`src/logic/decim_pkg.sv`:
```
package decim_pkg;

  // ------------------------------------------------------------------
  // Word widths
  // ------------------------------------------------------------------
  localparam int CTRL_W = 5;   // Modulator control field width.
  localparam int RATE_W = 3;   // Decimation rate field width.
  localparam int CFG_W  = 8;   // Configuration word: {rate, control}.
  localparam int DATA_W = 24;  // Result and status word width.
  localparam int PIN_W  = 22;  // Number of synchronised device inputs.

  // ------------------------------------------------------------------
  // Field positions and reset values
  // ------------------------------------------------------------------
  localparam int CFG_CTRL_LSB = 0;  // Control field at bits 4..0.
  localparam int CFG_RATE_LSB = 5;  // Rate field at bits 7..5.
  localparam logic [CFG_W-1:0] CFG_RST = 8'h00;  // Value after rstn.
  // Pin levels after rstn: shift clock, select and direction idle high.
  localparam logic [PIN_W-1:0] PIN_IDLE = 22'h000007;
  localparam int ST_ERR  = 23;  // Status: sticky error.
  localparam int ST_PDN  = 22;  // Status: power-down active.
  localparam int ST_RDY  = 21;  // Status: result ready.
  localparam int ST_HALT = 20;  // Status: waiting for a sync pulse.
  localparam logic [DATA_W-1:0] RESULT_RST = 24'h000000;

  // ------------------------------------------------------------------
  // Timing
  // ------------------------------------------------------------------
  localparam int REF_PERIOD_NS = 100;   // ref_clk period.
  localparam int MCLK_DIV      = 4;     // Modulator clock divide ratio.
  localparam int DEC_BASE      = 8;     // Samples per result at rate 0.
  localparam int SCLK_HALF_NS  = 800;   // Least half period of shift clk.
  localparam int SETUP_NS      = 800;   // Least select-to-first-edge time.
  localparam int SCLK_HALF_CYC =
    (SCLK_HALF_NS + REF_PERIOD_NS - 1) / REF_PERIOD_NS;
  localparam int SETUP_CYC =
    (SETUP_NS + REF_PERIOD_NS - 1) / REF_PERIOD_NS;

endpackage

```
`src/logic/decim_link_if.sv`:
```
`timescale 1ns/1ns
// ------------------------------------------------------------------
// Serial configuration and readout link between host and device.
// ------------------------------------------------------------------
interface decim_link_if;
  logic sclk;      // Shift clock, idles high, driven by the host.
  logic csN;       // Device select, active low.
  logic rw;        // High for read, low for write.
  logic readback_source_select;      // High selects result, low selects status.
  logic din;       // Serial data into the device.
  logic dout;      // Serial data out of the device.
  logic doutOe;    // High while the device drives dout.
  logic doutLine;  // Resolved dout level, pulled high when released.

  // The wire floats high when nobody drives it.
  assign doutLine = doutOe ? dout : 1'b1;

  modport device (
    input  sclk,
    input  csN,
    input  rw,
    input  readback_source_select,
    input  din,
    output dout,
    output doutOe
  );

  modport host (
    output sclk,
    output csN,
    output rw,
    output readback_source_select,
    output din,
    input  doutLine
  );
endinterface

```
`src/logic/decim_device.sv`:
```
// Implementation choices: the plain strobed port.
`timescale 1ns/1ns
// What this block does
// - Reset or hardware mode copies gain pins.
// - Reset or hardware mode copies rate pins.
// - Mode pin picks pins or last write.
// - Read shifts result or status MSB first.
// - Output changes on rise, sampled on fall.
// - Ready rises on result, drops after read.
// - Deselected: serial pins ignored, output released.
// - Direction high reads, low writes, releases output.
// - Source select: high result, low status.
// - Write bits MSB first, taken on fall.
// - Any error drives error low, sets bit.
// - Reset input clears errors, reloads configuration.
// - Power-down halts filter and clock, keeps registers.
// - Power-down entered on next clock edge.
// - Host must sync after leaving power-down.
// - Source select picks test or modulator bits.
// - Sync clears filter, restarts convolution timing.
// - In-step sync leaves convolution undisturbed.
// - Modulator clock is master clock over four.
// - Decimator clear input resets the decimator.
// - Overrange sampled each rising edge, raises error.
// - Control outputs mirror configuration control field.
module decim_device
  import decim_pkg::*;
(
  input  wire logic                      ref_clk,
  input  wire logic                      rstn,
  decim_link_if.device                   link,
  input  wire logic [decim_pkg::CTRL_W-1:0] gainMuxSelectIn,
  input  wire logic [decim_pkg::RATE_W-1:0] rateSelectIn,
  input  wire logic                      hwMode,
  input  wire logic                      filterSourceSelect,
  input  wire logic                      testBitstream,
  input  wire logic                      modulatorBitstream,
  input  wire logic                      overrangeFlagIn,
  input  wire logic                      decimatorClear,
  input  wire logic                      resetIn,
  input  wire logic                      syncIn,
  input  wire logic                      powerDownRequest,
  output logic [decim_pkg::CTRL_W-1:0]   modulatorControlOut,
  output logic                           modulatorClockOut,
  output logic                           resultReady,
  output logic                           errorOutN,
  output logic                           errorOe,
  output logic [decim_pkg::DATA_W-1:0]   resultWord
);
  import decim_pkg::*;

  // ------------------------------------------------------------------
  // Input synchronisers
  // ------------------------------------------------------------------
  logic [PIN_W-1:0] pinRaw;       // All asynchronous inputs together.
  logic [PIN_W-1:0] syncA_q;      // First stage, read only by stage two.
  logic [PIN_W-1:0] syncB_q;      // Second stage.
  logic [PIN_W-1:0] syncC_q;      // Third stage.
  logic [PIN_W-1:0] clean_q;      // Filtered level, moves when B==C.
  logic [PIN_W-1:0] cleanPrev_q;  // Previous filtered level.

  // A level only changes once two stages agree, which rejects a
  // single-cycle glitch on a slow pin at the cost of one cycle.
  function automatic logic [PIN_W-1:0] agree(
    input logic [PIN_W-1:0] b,
    input logic [PIN_W-1:0] c,
    input logic [PIN_W-1:0] held
  );
    agree = (b & c) | (held & (b ^ c));
  endfunction

  assign pinRaw = {gainMuxSelectIn, rateSelectIn, hwMode,
                   filterSourceSelect, testBitstream, modulatorBitstream,
                   overrangeFlagIn, decimatorClear, resetIn, syncIn,
                   powerDownRequest, link.readback_source_select, link.din, link.rw,
                   link.csN, link.sclk};

  // Three flops per input, then the agreement filter.
  always_ff @(posedge ref_clk or negedge rstn) begin
    if (!rstn) begin
      // Idle levels, so no false select or clock edge follows reset.
      syncA_q     <= PIN_IDLE;
      syncB_q     <= PIN_IDLE;
      syncC_q     <= PIN_IDLE;
      clean_q     <= PIN_IDLE;
      cleanPrev_q <= PIN_IDLE;
    end else begin
      syncA_q     <= pinRaw;
      syncB_q     <= syncA_q;
      syncC_q     <= syncB_q;
      clean_q     <= agree(syncB_q, syncC_q, clean_q);
      cleanPrev_q <= clean_q;
    end
  end

  logic [CTRL_W-1:0] gainPins;   // Filtered gain/mux pins.
  logic [RATE_W-1:0] ratePins;   // Filtered rate pins.
  logic hwSel, srcSel, testBit, modBit, ovr, decClr, rstIn, syncLvl;
  logic pdnLvl, rselLvl, dinLvl, rwLvl, csNLvl, sclkLvl;
  logic [PIN_W-1:0] rise;        // One-cycle rising edges.
  logic [PIN_W-1:0] fall;        // One-cycle falling edges.

  assign {gainPins, ratePins, hwSel, srcSel, testBit, modBit, ovr, decClr,
          rstIn, syncLvl, pdnLvl, rselLvl, dinLvl, rwLvl, csNLvl,
          sclkLvl} = clean_q;
  assign rise = clean_q & ~cleanPrev_q;
  assign fall = ~clean_q & cleanPrev_q;

  // ------------------------------------------------------------------
  // Configuration register
  // ------------------------------------------------------------------
  logic [CFG_W-1:0] cfg_q;       // {rate, control}.
  logic [CFG_W-1:0] inShift_q;   // Serial input shift register.
  logic             cfgLoad;     // Last write bit just arrived.

  // Pins win while reset or hardware mode is high; otherwise the
  // most recent complete serial word stands.
  always_ff @(posedge ref_clk or negedge rstn) begin
    if (!rstn) begin
      cfg_q <= CFG_RST;
    end else if (rstIn || hwSel) begin
      cfg_q <= {ratePins, gainPins};
    end else if (cfgLoad) begin
      cfg_q <= {inShift_q[CFG_W-2:0], dinLvl};
    end
  end

  assign modulatorControlOut = cfg_q[CFG_RATE_LSB-1:CFG_CTRL_LSB];

  // ------------------------------------------------------------------
  // Power-down and convolution halt
  // ------------------------------------------------------------------
  logic pdn_q;    // Power-down active.
  logic halt_q;   // Convolutions stopped until a sync arrives.

  // Entry waits for the falling edge after the filtered request, so the
  // divider sees it half a cycle later; registers are untouched.
  // enter on falling edge
  always_ff @(negedge ref_clk or negedge rstn) begin
    if (!rstn) begin
      pdn_q <= 1'b0;
    end else begin
      pdn_q <= pdnLvl;
    end
  end

  // Convolutions stay stopped after power-down until a sync edge.
  always_ff @(posedge ref_clk or negedge rstn) begin
    if (!rstn) begin
      halt_q <= 1'b0;
    end else begin
      if (pdnLvl) begin
        halt_q <= 1'b1;
      end else if (rise[6]) begin
        halt_q <= 1'b0;
      end
    end
  end

  // ------------------------------------------------------------------
  // Modulator clock divider
  // ------------------------------------------------------------------
  logic [1:0] divCnt_q;  // Position within one modulator period.
  logic       mclkTick;  // One modulator sample per period.

  always_ff @(posedge ref_clk or negedge rstn) begin
    if (!rstn) begin
      divCnt_q          <= 2'h0;
      modulatorClockOut <= 1'b0;
    end else if (!pdn_q) begin
      divCnt_q          <= divCnt_q + 2'h1;
      modulatorClockOut <= divCnt_q[1];
    end
  end
  assign mclkTick = !pdn_q && (divCnt_q == 2'(MCLK_DIV - 1));

  // ------------------------------------------------------------------
  // Decimator: counts ones over a rate-dependent window
  // ------------------------------------------------------------------
  logic [10:0]       decCnt_q;   // Samples taken in this window.
  logic [10:0]       decLast;    // Last sample index of the window.
  logic [DATA_W-1:0] acc_q;      // Ones counted so far.
  logic              filtBit;    // Selected filter input.
  logic              newResult;  // One-cycle result strobe.
  logic              syncClr;    // Sync arrived out of step.

  assign filtBit = srcSel ? testBit : modBit;
  assign decLast = 11'((DEC_BASE << cfg_q[CFG_W-1:CFG_RATE_LSB]) - 1);
  assign syncClr = rise[6] && (decCnt_q != 11'h000);
  assign newResult = mclkTick && !halt_q && !decClr && !syncClr &&
                     (decCnt_q == decLast);

  always_ff @(posedge ref_clk or negedge rstn) begin
    if (!rstn) begin
      decCnt_q   <= 11'h000;
      acc_q      <= RESULT_RST;
      resultWord <= RESULT_RST;
    end else if (decClr) begin
      decCnt_q <= 11'h000;
      acc_q    <= RESULT_RST;
    end else if (syncClr) begin
      decCnt_q <= 11'h000;
      acc_q    <= RESULT_RST;
    end else if (newResult) begin
      decCnt_q   <= 11'h000;
      acc_q      <= RESULT_RST;
      resultWord <= acc_q + DATA_W'(filtBit);
    end else if (mclkTick && !halt_q) begin
      decCnt_q <= decCnt_q + 11'h001;
      acc_q    <= acc_q + DATA_W'(filtBit);
    end
  end

  // ------------------------------------------------------------------
  // Error flag
  // ------------------------------------------------------------------
  logic error_q;   // Sticky error, set wins over clear.
  logic overrun;   // A result was lost because the last was unread.

  assign overrun = newResult && resultReady;

  always_ff @(posedge ref_clk or negedge rstn) begin
    if (!rstn) begin
      error_q <= 1'b0;
    end else if (ovr || overrun) begin
      error_q <= 1'b1;
    end else if (rstIn) begin
      error_q <= 1'b0;
    end
  end

  // Open drain: only ever pulls low.
  assign errorOutN = 1'b0;
  assign errorOe   = error_q;

  // ------------------------------------------------------------------
  // Serial port
  // ------------------------------------------------------------------
  logic              rdActive_q;  // Read frame in progress.
  logic              wrActive_q;  // Write frame in progress.
  logic [DATA_W-1:0] outShift_q;  // Read shift register.
  logic [3:0]        bitCnt_q;    // Write bits received.
  logic              readDone;    // Read frame closed.
  logic [DATA_W-1:0] statusWord;  // Live status.

  always_comb begin
    statusWord                         = '0;
    statusWord[ST_ERR]                 = error_q;
    statusWord[ST_PDN]                 = pdn_q;
    statusWord[ST_RDY]                 = resultReady;
    statusWord[ST_HALT]                = halt_q;
    statusWord[CFG_W-1:0]              = cfg_q;
  end

  assign readDone = rise[1] && rdActive_q;
  assign cfgLoad  = fall[0] && wrActive_q && !csNLvl &&
                    (bitCnt_q == 4'(CFG_W - 1));

  // Frames open on the select edge; a deselected port sees nothing.
  always_ff @(posedge ref_clk or negedge rstn) begin
    if (!rstn) begin
      rdActive_q <= 1'b0;
      wrActive_q <= 1'b0;
      outShift_q <= '0;
      inShift_q  <= CFG_RST;
      bitCnt_q   <= 4'h0;
    end else if (csNLvl) begin
      rdActive_q <= 1'b0;
      wrActive_q <= 1'b0;
    end else if (fall[1]) begin
      rdActive_q <= rwLvl;
      wrActive_q <= !rwLvl;
      outShift_q <= rselLvl ? resultWord : statusWord;
      bitCnt_q   <= 4'h0;
    end else if (rise[0] && rdActive_q) begin
      outShift_q <= {outShift_q[DATA_W-2:0], 1'b0};
    end else if (fall[0] && wrActive_q) begin
      inShift_q <= {inShift_q[CFG_W-2:0], dinLvl};
      bitCnt_q  <= bitCnt_q + 4'h1;
      // Extra bits after a full word are dropped.
      if (cfgLoad) begin
        wrActive_q <= 1'b0;
      end
    end
  end

  assign link.dout   = outShift_q[DATA_W-1];
  assign link.doutOe = rdActive_q && !csNLvl && rwLvl;

  // ------------------------------------------------------------------
  // Result ready
  // ------------------------------------------------------------------
  // set on result, cleared by read
  always_ff @(posedge ref_clk or negedge rstn) begin
    if (!rstn) begin
      resultReady <= 1'b0;
    end else if (newResult) begin
      resultReady <= 1'b1;
    end else if (readDone) begin
      resultReady <= 1'b0;
    end
  end
endmodule

```
`src/flat_wrapper.sv`:
```
// flat-port wrapper written by rule: the top's interface ports become plain ports
module decim_device_flat import decim_pkg::*;
  (ref_clk, rstn, gainMuxSelectIn, rateSelectIn, hwMode, filterSourceSelect, testBitstream, modulatorBitstream, overrangeFlagIn, decimatorClear, resetIn, syncIn, powerDownRequest, modulatorControlOut, modulatorClockOut, resultReady, errorOutN, errorOe, resultWord, link_sclk, link_csN, link_rw, link_readback_source_select, link_din, link_dout, link_doutOe);
  decim_link_if link_i ();
  input  wire logic ref_clk;
  input  wire logic rstn;
  input  wire logic [decim_pkg::CTRL_W-1:0] gainMuxSelectIn;
  input  wire logic [decim_pkg::RATE_W-1:0] rateSelectIn;
  input  wire logic hwMode;
  input  wire logic filterSourceSelect;
  input  wire logic testBitstream;
  input  wire logic modulatorBitstream;
  input  wire logic overrangeFlagIn;
  input  wire logic decimatorClear;
  input  wire logic resetIn;
  input  wire logic syncIn;
  input  wire logic powerDownRequest;
  output logic [decim_pkg::CTRL_W-1:0] modulatorControlOut;
  output logic modulatorClockOut;
  output logic resultReady;
  output logic errorOutN;
  output logic errorOe;
  output logic [decim_pkg::DATA_W-1:0] resultWord;
  input wire logic [$bits(link_i.sclk)-1:0] link_sclk;
  input wire logic [$bits(link_i.csN)-1:0] link_csN;
  input wire logic [$bits(link_i.rw)-1:0] link_rw;
  input wire logic [$bits(link_i.readback_source_select)-1:0] link_readback_source_select;
  input wire logic [$bits(link_i.din)-1:0] link_din;
  output wire logic [$bits(link_i.dout)-1:0] link_dout;
  output wire logic [$bits(link_i.doutOe)-1:0] link_doutOe;
  assign link_i.sclk = link_sclk;
  assign link_i.csN = link_csN;
  assign link_i.rw = link_rw;
  assign link_i.readback_source_select = link_readback_source_select;
  assign link_i.din = link_din;
  assign link_dout = link_i.dout;
  assign link_doutOe = link_i.doutOe;
  decim_device u_core (.ref_clk(ref_clk), .rstn(rstn), .link(link_i), .gainMuxSelectIn(gainMuxSelectIn), .rateSelectIn(rateSelectIn), .hwMode(hwMode), .filterSourceSelect(filterSourceSelect), .testBitstream(testBitstream), .modulatorBitstream(modulatorBitstream), .overrangeFlagIn(overrangeFlagIn), .decimatorClear(decimatorClear), .resetIn(resetIn), .syncIn(syncIn), .powerDownRequest(powerDownRequest), .modulatorControlOut(modulatorControlOut), .modulatorClockOut(modulatorClockOut), .resultReady(resultReady), .errorOutN(errorOutN), .errorOe(errorOe), .resultWord(resultWord));
endmodule
```
`config.mk`:
```
export PLATFORM = sky130hd
export DESIGN_NAME = decim_device_flat
export DESIGN_NICKNAME = d
export VERILOG_FILES = /design/src/logic/decim_pkg.sv /design/src/logic/decim_link_if.sv /design/src/logic/decim_device.sv /design/src/flat_wrapper.sv
export SDC_FILE = /design/constraint.sdc
export NUM_CORES = 1
export LEC_CHECK = 0
export ABC_AREA = 1
export BUFFER_PORTS_ARGS = -buffer_cell sky130_fd_sc_hd__clkbuf_2
export CORE_ASPECT_RATIO = 2
export CORE_UTILIZATION = 40
export CTS_BUF_LIST = sky130_fd_sc_hd__clkbuf_8
export DETAILED_ROUTE_END_ITERATION = 7
export PLACE_DENSITY_LB_ADDON = 0.12
export SETUP_SLACK_MARGIN = 0.4
export SYNTH_ARGS = -nofsm -noshare
export SYNTH_HDL_FRONTEND = slang
export SYNTH_SLANG_ARGS = --single-unit
```
`constraint.sdc`:
```
create_clock -name ref_clk -period 2.5 [get_ports ref_clk]
set_input_delay 0.375 -clock ref_clk [delete_from_list [all_inputs] [get_ports ref_clk]]
set_output_delay 0.375 -clock ref_clk [all_outputs]
set_load 0.005 [all_outputs]
```
# After elaboration in Yosys (flattened, before gate mapping)
# Index checks and enable logic that the tools add are counted.
# Widths: inputs -> output; s select.
[classes] eq_ne=5 mul=0 addsub=5 muxes=30 bitwise=13 reduce_logical=38 n_div=0 n_lt_le_gt_ge=0 n_shift=1
[ops] op="$mux 24" n=7
[ops] op="$and 22x22->22" n=2
[ops] op="$mux 11" n=4
[ops] op="$add 24x1->24" n=1
[ops] op="$or 22x22->22" n=1
[ops] op="$xor 22x22->22" n=1
[ops] op="$mux 8" n=2
[ops] op="$logic_and 1x1->1" n=14
[ops] op="$mux 1" n=14
[ops] op="$reduce_bool 2->1" n=7
[ops] op="$mux 4" n=3
[ops] op="$add 11x1->11 const B" n=1
[ops] op="$eq 11x11->1" n=1
[ops] op="$reduce_bool 11->1" n=1
[ops] op="$shl 4x3->11 const A" n=1
[ops] op="$sub 11x2->11 const B" n=1
[ops] op="$reduce_and 3->1" n=3
[ops] op="$and 7x7->7" n=1
[ops] op="$not 7->7" n=1
[ops] op="$logic_not 1->1" n=6
[ops] op="$reduce_bool 3->1" n=2
[ops] op="$not 1->1" n=5
[ops] op="$add 4x1->4 const B" n=1
[ops] op="$eq 4x3->1 const B" n=1
[ops] op="10 further kinds" n=11
[totals] ram_bits=0 rom_bits=0 register_bits=206 latchBits=0 mem_count=0

# Logic depth before layout (Yosys ltp)
# Gate-level depths: netlist of the first run.
[logic_depth] word_depth=10 mapped_depth=12 mapped_depth_nobuf=12

==> results of run 1 <==
[power breakdown]
group	leakage [nW]	switching [W]	internal, W
registers	2.55	0.000199	0.00359
logic	2.31	0.000611	0.000428
clock network	0.358	0.00125	0.00149
[through the flow]
stage | setup TNS, ns | power (W) | util (%) | cells
floorplan | -4.64 | 0.00444 | - | 910
global placement | -4.89 | 0.00480 | 44.5 | 1230
detailed placement | -6.75 | 0.00482 | 44.5 | 1230
CTS | -5.36 | 0.00768 | 48.9 | 1313
global route | -10.51 | 0.00799 | 49.4 | 1317
finish | -6.22 | 0.00757 | 49.4 | 1317
[area by class of cell]
type | instances | area [um^2] | area share, %
clock buffer | 39 | 537 | 5.08
clock inverter | 14 | 83.8 | 0.793
inverter | 76 | 285 | 2.70
multi-input combinational | 595 | 3300 | 31.2
sequential | 202 | 5070 | 48.0
tap | 273 | 342 | 3.23
timing repair buffer | 118 | 953 | 9.02
[per-layer routing]
metal,wire (um),GRT usage (%),vias up
li1,-,-,3221
met1,7840,21.2,3191
met2,11000,36.0,121
met3,668,2.63,58
met4,1190,10.5,0
met5,0,0,-
[state kept, by name (all words and copies together), names as in the netlist, 2 cells and up]
name and count:
u_core.syncC_q 22, u_core.bitCnt_q 4, u_core.inShift_q 7, u_core.clean_q 22, u_core.resultWord 24, u_core.cleanPrev_q 3, u_core.cfg_q 8, u_core.divCnt_q 2
u_core.acc_q 24, u_core.syncB_q 22, u_core.decCnt_q 11, u_core.syncA_q 22, u_core.outShift_q 24
[how the worst max path moves through the flow]
stage / start / to / slack (ns) / depth (start not counted)
floorplan: u_core.pdn_q$_DFF_NN0_ / u_core.resultWord[15]$_DFFE_PN0P_ / -0.11 / 9
detailed placement: u_core.pdn_q$_DFF_NN0_ / u_core.resultWord[19]$_DFFE_PN0P_ / -0.17 / 9
CTS: u_core.pdn_q$_DFF_NN0_ / u_core.resultWord[1]$_DFFE_PN0P_ / -0.14 / 9
global route: u_core.pdn_q$_DFF_NN0_ / u_core.resultWord[11]$_DFFE_PN0P_ / -0.23 / 9
global placement: u_core.pdn_q$_DFF_NN0_ / u_core.resultWord[1]$_DFFE_PN0P_ / -0.14 / 8
finish: u_core.pdn_q$_DFF_NN0_ / u_core.resultWord[20]$_DFFE_PN0P_ / -0.15 / 9
[timing repair]
action | CTS | global route
hold endpoints to repair | 58 | 0
gates resized for setup | 9 | 13
hold buffers | 23 | 0
cloned | 1 | 1
pin swaps | 3 | 6
setup buffers | 6 | 3
endpoints found under the setup margin | 62 | 64
[cell usage after synthesis, types with 9 or more instances]
cell      instances
a21o_1           22
a21oi_1          21
a32oi_1           9
buf_2            11
buf_4            11
clkbuf_1         10
dfrtp_1         187
dfstp_2          14
ha_1             28
inv_1            72
nand2_1         234
nand3_1          58
nand4_1          29
nor2_1           55
nor2_2           12
o21ai_0          69
xor2_1           13
[critical path, stage by stage (launching register included)]
cell     delay, ns
dfrtn_1       0.35
inv_2         0.06
nand2_2       0.06
nor2_4        0.12
nand2_2       0.07
nor2_4        0.18
nand3_2       0.13
buf_12        0.18
nand2_1       0.06
nand2_1       0.06
[cells by family after synthesis]
logic type / synth area share (%)
muxes: 0.388
xor gates and xnor gates: 1.41
and+or+nand+nor: 20.4
AOI/OAI and AO/OA: 9.66
adders and majority gates: 4.03
DFF: 58.3
other: 0.0431
buffers and inverters: 5.77
==> flow_metrics.env, run 1 <==
export IMPL_status="finished with violations"
export IMPL_violations="design-rule violations, negative setup slack"
export IMPL_synthArstFlopShare_pct=100
export IMPL_first_global_vias=6710
export IMPL_placed_cell_area_um2=9520
export IMPL_worst_slew_pin_slew_ns=0.901
export IMPL_finalWorstSetupSlack_ns=-0.148
export IMPL_die_area_um2=22400
export IMPL_port_buffers=57
export IMPL_core_um2=21400
export IMPL_ys_seq_area_share_pct=58.3
export IMPL_hold_viol=0
export IMPL_synth_area_top_cells="dfrtp_1 54%, nand2_1 10%, dfstp_2 4.2%, ha_1 4.0%, o21ai_0 4.0%"
export IMPL_drc=1
export IMPL_slew_violations=0
export IMPL_fillers=2032
export IMPL_worstSetupEndpointType="flop"
export IMPL_relSlewSlack_pct=39.9
export IMPL_drtAntennaViolNets=0
export IMPL_antenna_cells=0
export IMPL_grt_max_degree=129
export IMPL_areaGrowthSynthToFinish_pct=21.6
export IMPL_mappedNetlistArea_um2=8700
export IMPL_wl_per_cell_um=15.7
export IMPL_place_gp_congestion=0.856
export IMPL_ys_ff_latch=202
export IMPL_antenna_found_initial=0
export IMPL_syn_avg_cell_area_um2=9.56
export IMPL_drive_gt1_share_pct=20.2
export IMPL_clockRootBuffer="clkbuf_8"
export IMPL_clk_latency_ns=0.57
export IMPL_die_height_um=211
export IMPL_netlist_instances=910
export IMPL_ys_types=41
export IMPL_synth_top_area_share_pct=53.8
export IMPL_min_path_type="reg2reg"
export IMPL_htreeDepth=1
export IMPL_maxCapViolCount=0
export IMPL_synthesis_yosys_warnings=0
export IMPL_ir_worst_vdd_uv=569
export IMPL_viasPerCell=5.00
export IMPL_grtUsageTotal_pct=19.5
export IMPL_setup_violations=61
export IMPL_critPathLaunchType="flop"
export IMPL_clock_sinks=202
export IMPL_hold_depth=0
export IMPL_hold_start="u_core.syncA_q[14]$_DFF_PN0_"
export IMPL_ios=59
export IMPL_nets=1074
export IMPL_timing_hold_ws_ns=0.346
export IMPL_first_pass_iters=6
export IMPL_worstReg2RegEnd="u_core.resultWord[20]$_DFFE_PN0P_"
export IMPL_rsz0062_at_grt="yes"
export IMPL_drt_iter0_drc=237
export IMPL_path_max_fanout=22
export IMPL_grt_overflow_total=0
export IMPL_worst_ep_arrival_time_ns=3.08
export IMPL_mostFrequentLayoutCells="229 x nand2_1, 187 x dfrtp_1, 80 x inv_1, 56 x clkbuf_2"
export IMPL_start_util_pct=40.7
export IMPL_synthesis_nets=962
export IMPL_clockBufferDepth=3
export IMPL_cts_clk_slew_worst_paths_ns=0.06
export IMPL_die_w_um=106
export IMPL_worstPathRequired_ns=2.94
export IMPL_criticalPathCategory="reg2reg"
export IMPL_grt_pass1_wl_mm=34.1
export IMPL_p_leak_nw=5.22
export IMPL_r2r_start="u_core.pdn_q$_DFF_NN0_"
export IMPL_rows=76
export IMPL_final_common_cell="nand2_1"
export IMPL_cellPowerDensity_nw_per_um2=716
export IMPL_final_area_um2=10600
export IMPL_synth_top_area_cell="dfrtp_1"
export IMPL_drt_total_wl_mm=20.7
export IMPL_synth_ff_type="dfrtp_1"
export IMPL_vias=6591
export IMPL_finalClockSkew_ns=0.0352
export IMPL_cts_buffers=29
export IMPL_reg2reg_setup_slack_ns=-0.15
export IMPL_place_ws_ns=-0.168
export IMPL_dp_hpwl_mm=14.3
export IMPL_cts_tree="done"
export IMPL_min_delay_worst_endpoint="u_core.syncB_q[14]$_DFF_PN0_"
export IMPL_synth_edf_count=0
export IMPL_r2r_cells=9
No activity file was read; power rests on OpenSTA's default activity.
==> run 2, diff against run 1 <==
--- a/config.mk
+++ b/config.mk
@@ -7,6 +7,8 @@
 export LEC_CHECK = 0
 export ABC_AREA = 1
 export BUFFER_PORTS_ARGS = -buffer_cell sky130_fd_sc_hd__clkbuf_2
+export CELL_PAD_IN_SITES_DETAIL_PLACEMENT = 2
+export CELL_PAD_IN_SITES_GLOBAL_PLACEMENT = 2
 export CORE_ASPECT_RATIO = 2
 export CORE_UTILIZATION = 40
 export CTS_BUF_LIST = sky130_fd_sc_hd__clkbuf_8
==> flow_metrics.env, run 2 (same netlist as run 1, synthesis figures left out) <==
export IMPL_timing_hold_ws_ns=0.189
export IMPL_first_pass_iters=4
export IMPL_p_total_w=0.00794
export IMPL_critPathLaunchType="flop"
export IMPL_critical_path_buf_inv_count=3
export IMPL_drc=0
export IMPL_crit_end="u_core.resultWord[18]$_DFFE_PN0P_"
export IMPL_antenna_found_initial=0
export IMPL_cellPowerDensity_nw_per_um2=731
export IMPL_route_met3_wl_um=664
export IMPL_ios=59
export IMPL_maxCapViolCount=0
export IMPL_wl_met2_mm=16.2
export IMPL_drtAntennaViolNets=0
export IMPL_drt_total_wl_mm=27.7
export IMPL_clk_latency_ns=0.59
export IMPL_htreeDepth=1
export IMPL_p_leak_nw=5.36
export IMPL_place_gp_congestion=0.782
export IMPL_final_area_um2=10900
export IMPL_highest_layer="met4"
export IMPL_grt_overflow_total=0
export IMPL_crit_cells=10
export IMPL_core_um2=21400
export IMPL_wl_per_cell_um=20.9
export IMPL_max_stage_delay_ns=0.36
export IMPL_finalWorstSetupSlack_ns=-0.226
export IMPL_path_max_fanout=21
export IMPL_finalClockSkew_ns=0.0500
export IMPL_grt_pass1_wl_mm=45.2
export IMPL_clockBufferDepth=3
export IMPL_slew_violations=0
export IMPL_die_area_um2=22400
export IMPL_grtUsageTotal_pct=26.3
export IMPL_wl_met1_mm=10.0
export IMPL_cts_buffers=30
export IMPL_grt_max_degree=97
export IMPL_port_buffers=57
export IMPL_clockRootBuffer="clkbuf_8"
export IMPL_worst_slew_pin_slew_ns=0.735
export IMPL_die_height_um=211
export IMPL_violations="negative setup slack"
export IMPL_rsz0062_at_grt="yes"
export IMPL_r2r_start="u_core.pdn_q$_DFF_NN0_"
export IMPL_setup_violations=62
export IMPL_cts_tree="done"
export IMPL_crit_path_cell_trace="inv_2 > nand2_4 > nor2_4 > nand2_2 > nor2_4 > buf_6 > nand3_4 > buf_12 > nand2_1 > nand2_2"
export IMPL_drt_iter0_drc=232
export IMPL_relSlewSlack_pct=50.9
export IMPL_start_util_pct=40.7
export IMPL_largestRegisters="u_core.acc_q: 24 flops, u_core.outShift_q: 24 flops, u_core.resultWord: 24 flops"
export IMPL_r2r_cells=10
export IMPL_hold_viol=0
export IMPL_clock_sinks=202
export IMPL_cts_clk_slew_worst_paths_ns=0.07
export IMPL_worst_ep_arrival_time_ns=3.20
export IMPL_ir_worst_vdd_uv=632
export IMPL_fillers=2257
export IMPL_fin_setup_tns_ns=-9.11
export IMPL_drive_gt1_share_pct=23.6
export IMPL_dp_hpwl_mm=18.5
export IMPL_critPathLaunch="u_core.pdn_q$_DFF_NN0_"
export IMPL_final_common_cell="nand2_1"
export IMPL_nets=1082
export IMPL_worstPathRequired_ns=2.97
export IMPL_areaGrowthSynthToFinish_pct=24.8
export IMPL_rows=76
export IMPL_min_path_type="in2async"
export IMPL_status="finished with violations"
export IMPL_reg2reg_setup_slack_ns=-0.23
export IMPL_worstReg2RegEnd="u_core.resultWord[18]$_DFFE_PN0P_"
export IMPL_viasPerCell=5.33
export IMPL_mostFrequentLayoutCells="200 x nand2_1, 187 x dfrtp_1, 83 x inv_1, 56 x clkbuf_2"
export IMPL_first_global_vias=8429
export IMPL_worstSetupEndpointType="flop"
export IMPL_vias=7068
export IMPL_criticalPathCategory="reg2reg"
export IMPL_die_w_um=106
export IMPL_crit_family="simple AND/OR/NAND/NOR gates"
export IMPL_critPathSlowestCell="dfrtn_1"
export IMPL_antenna_cells=0
export IMPL_placed_cell_area_um2=9560
-- run 2: worst min path at each step --
stage	slack [ns]	startpoint	cells after the start	end
floorplan	0.08	rstn	0	u_core.acc_q[0]$_DFFE_PN0P_
global route	0.17	rstn	2	u_core.acc_q[18]$_DFFE_PN0P_
global placement	0.22	rstn	1	u_core.acc_q[18]$_DFFE_PN0P_
finish	0.19	rstn	2	u_core.acc_q[18]$_DFFE_PN0P_
detailed placement	0.22	rstn	1	u_core.acc_q[18]$_DFFE_PN0P_
CTS	0.15	rstn	2	u_core.acc_q[18]$_DFFE_PN0P_
-- run 2: power breakdown --
part | total, W | internal (W) | switching (W)
combinational | 0.00118 | 0.000452 | 0.000724
clock | 0.00294 | 0.00160 | 0.00134
sequential | 0.00383 | 0.00359 | 0.000237
total | 0.00794 | 0.00564 | 0.00230
-- run 2: layer usage --
metal  vias to the layer above  global-route usage (%)
met5                         -                       0
met4                         0                    9.43
met3                        58                    3.25
met2                       106                    52.0
met1                      3670                    27.7
li1                       3234                       -
-- run 2: cell type report --
| class | instances | area [um^2] | area share [%] |
|---|---|---|---|
| Tap cell | 273 | 342 | 3.15 |
| Timing Repair Buffer | 125 | 1070 | 9.84 |
| Inverter | 76 | 285 | 2.63 |
| Sequential cell | 202 | 5070 | 46.7 |
| Clock buffer | 39 | 537 | 4.95 |
| Multi-Input combinational cell | 595 | 3430 | 31.6 |
| Clock inverter | 16 | 115 | 1.06 |
-- run 2: repair_timing --
action | 4_1_cts | 5_1_grt
endpoints found under the setup margin | 62 | 64
resized for setup | 53 | 16
setup buffers | 9 | 0
hold endpoints to repair | 127 | 0
pin swaps | 23 | 10
hold buffers | 23 | 0
gates cloned | 3 | 0
-- run 2: metrics by stage --
| step | utilization, % | worst slack [ns] | std cells |
|---|---|---|---|
| 6_report | 50.7 | -0.226 | 1326 |
| 5_1_grt | 50.7 | -0.269 | 1326 |
| 4_1_cts | 50.4 | -0.162 | 1326 |
| 3_5_place_dp | 44.7 | -0.214 | 1236 |
| 3_3_place_gp | 44.7 | -0.104 | 1236 |
| 2_1_floorplan | - | -0.109 | 910 |
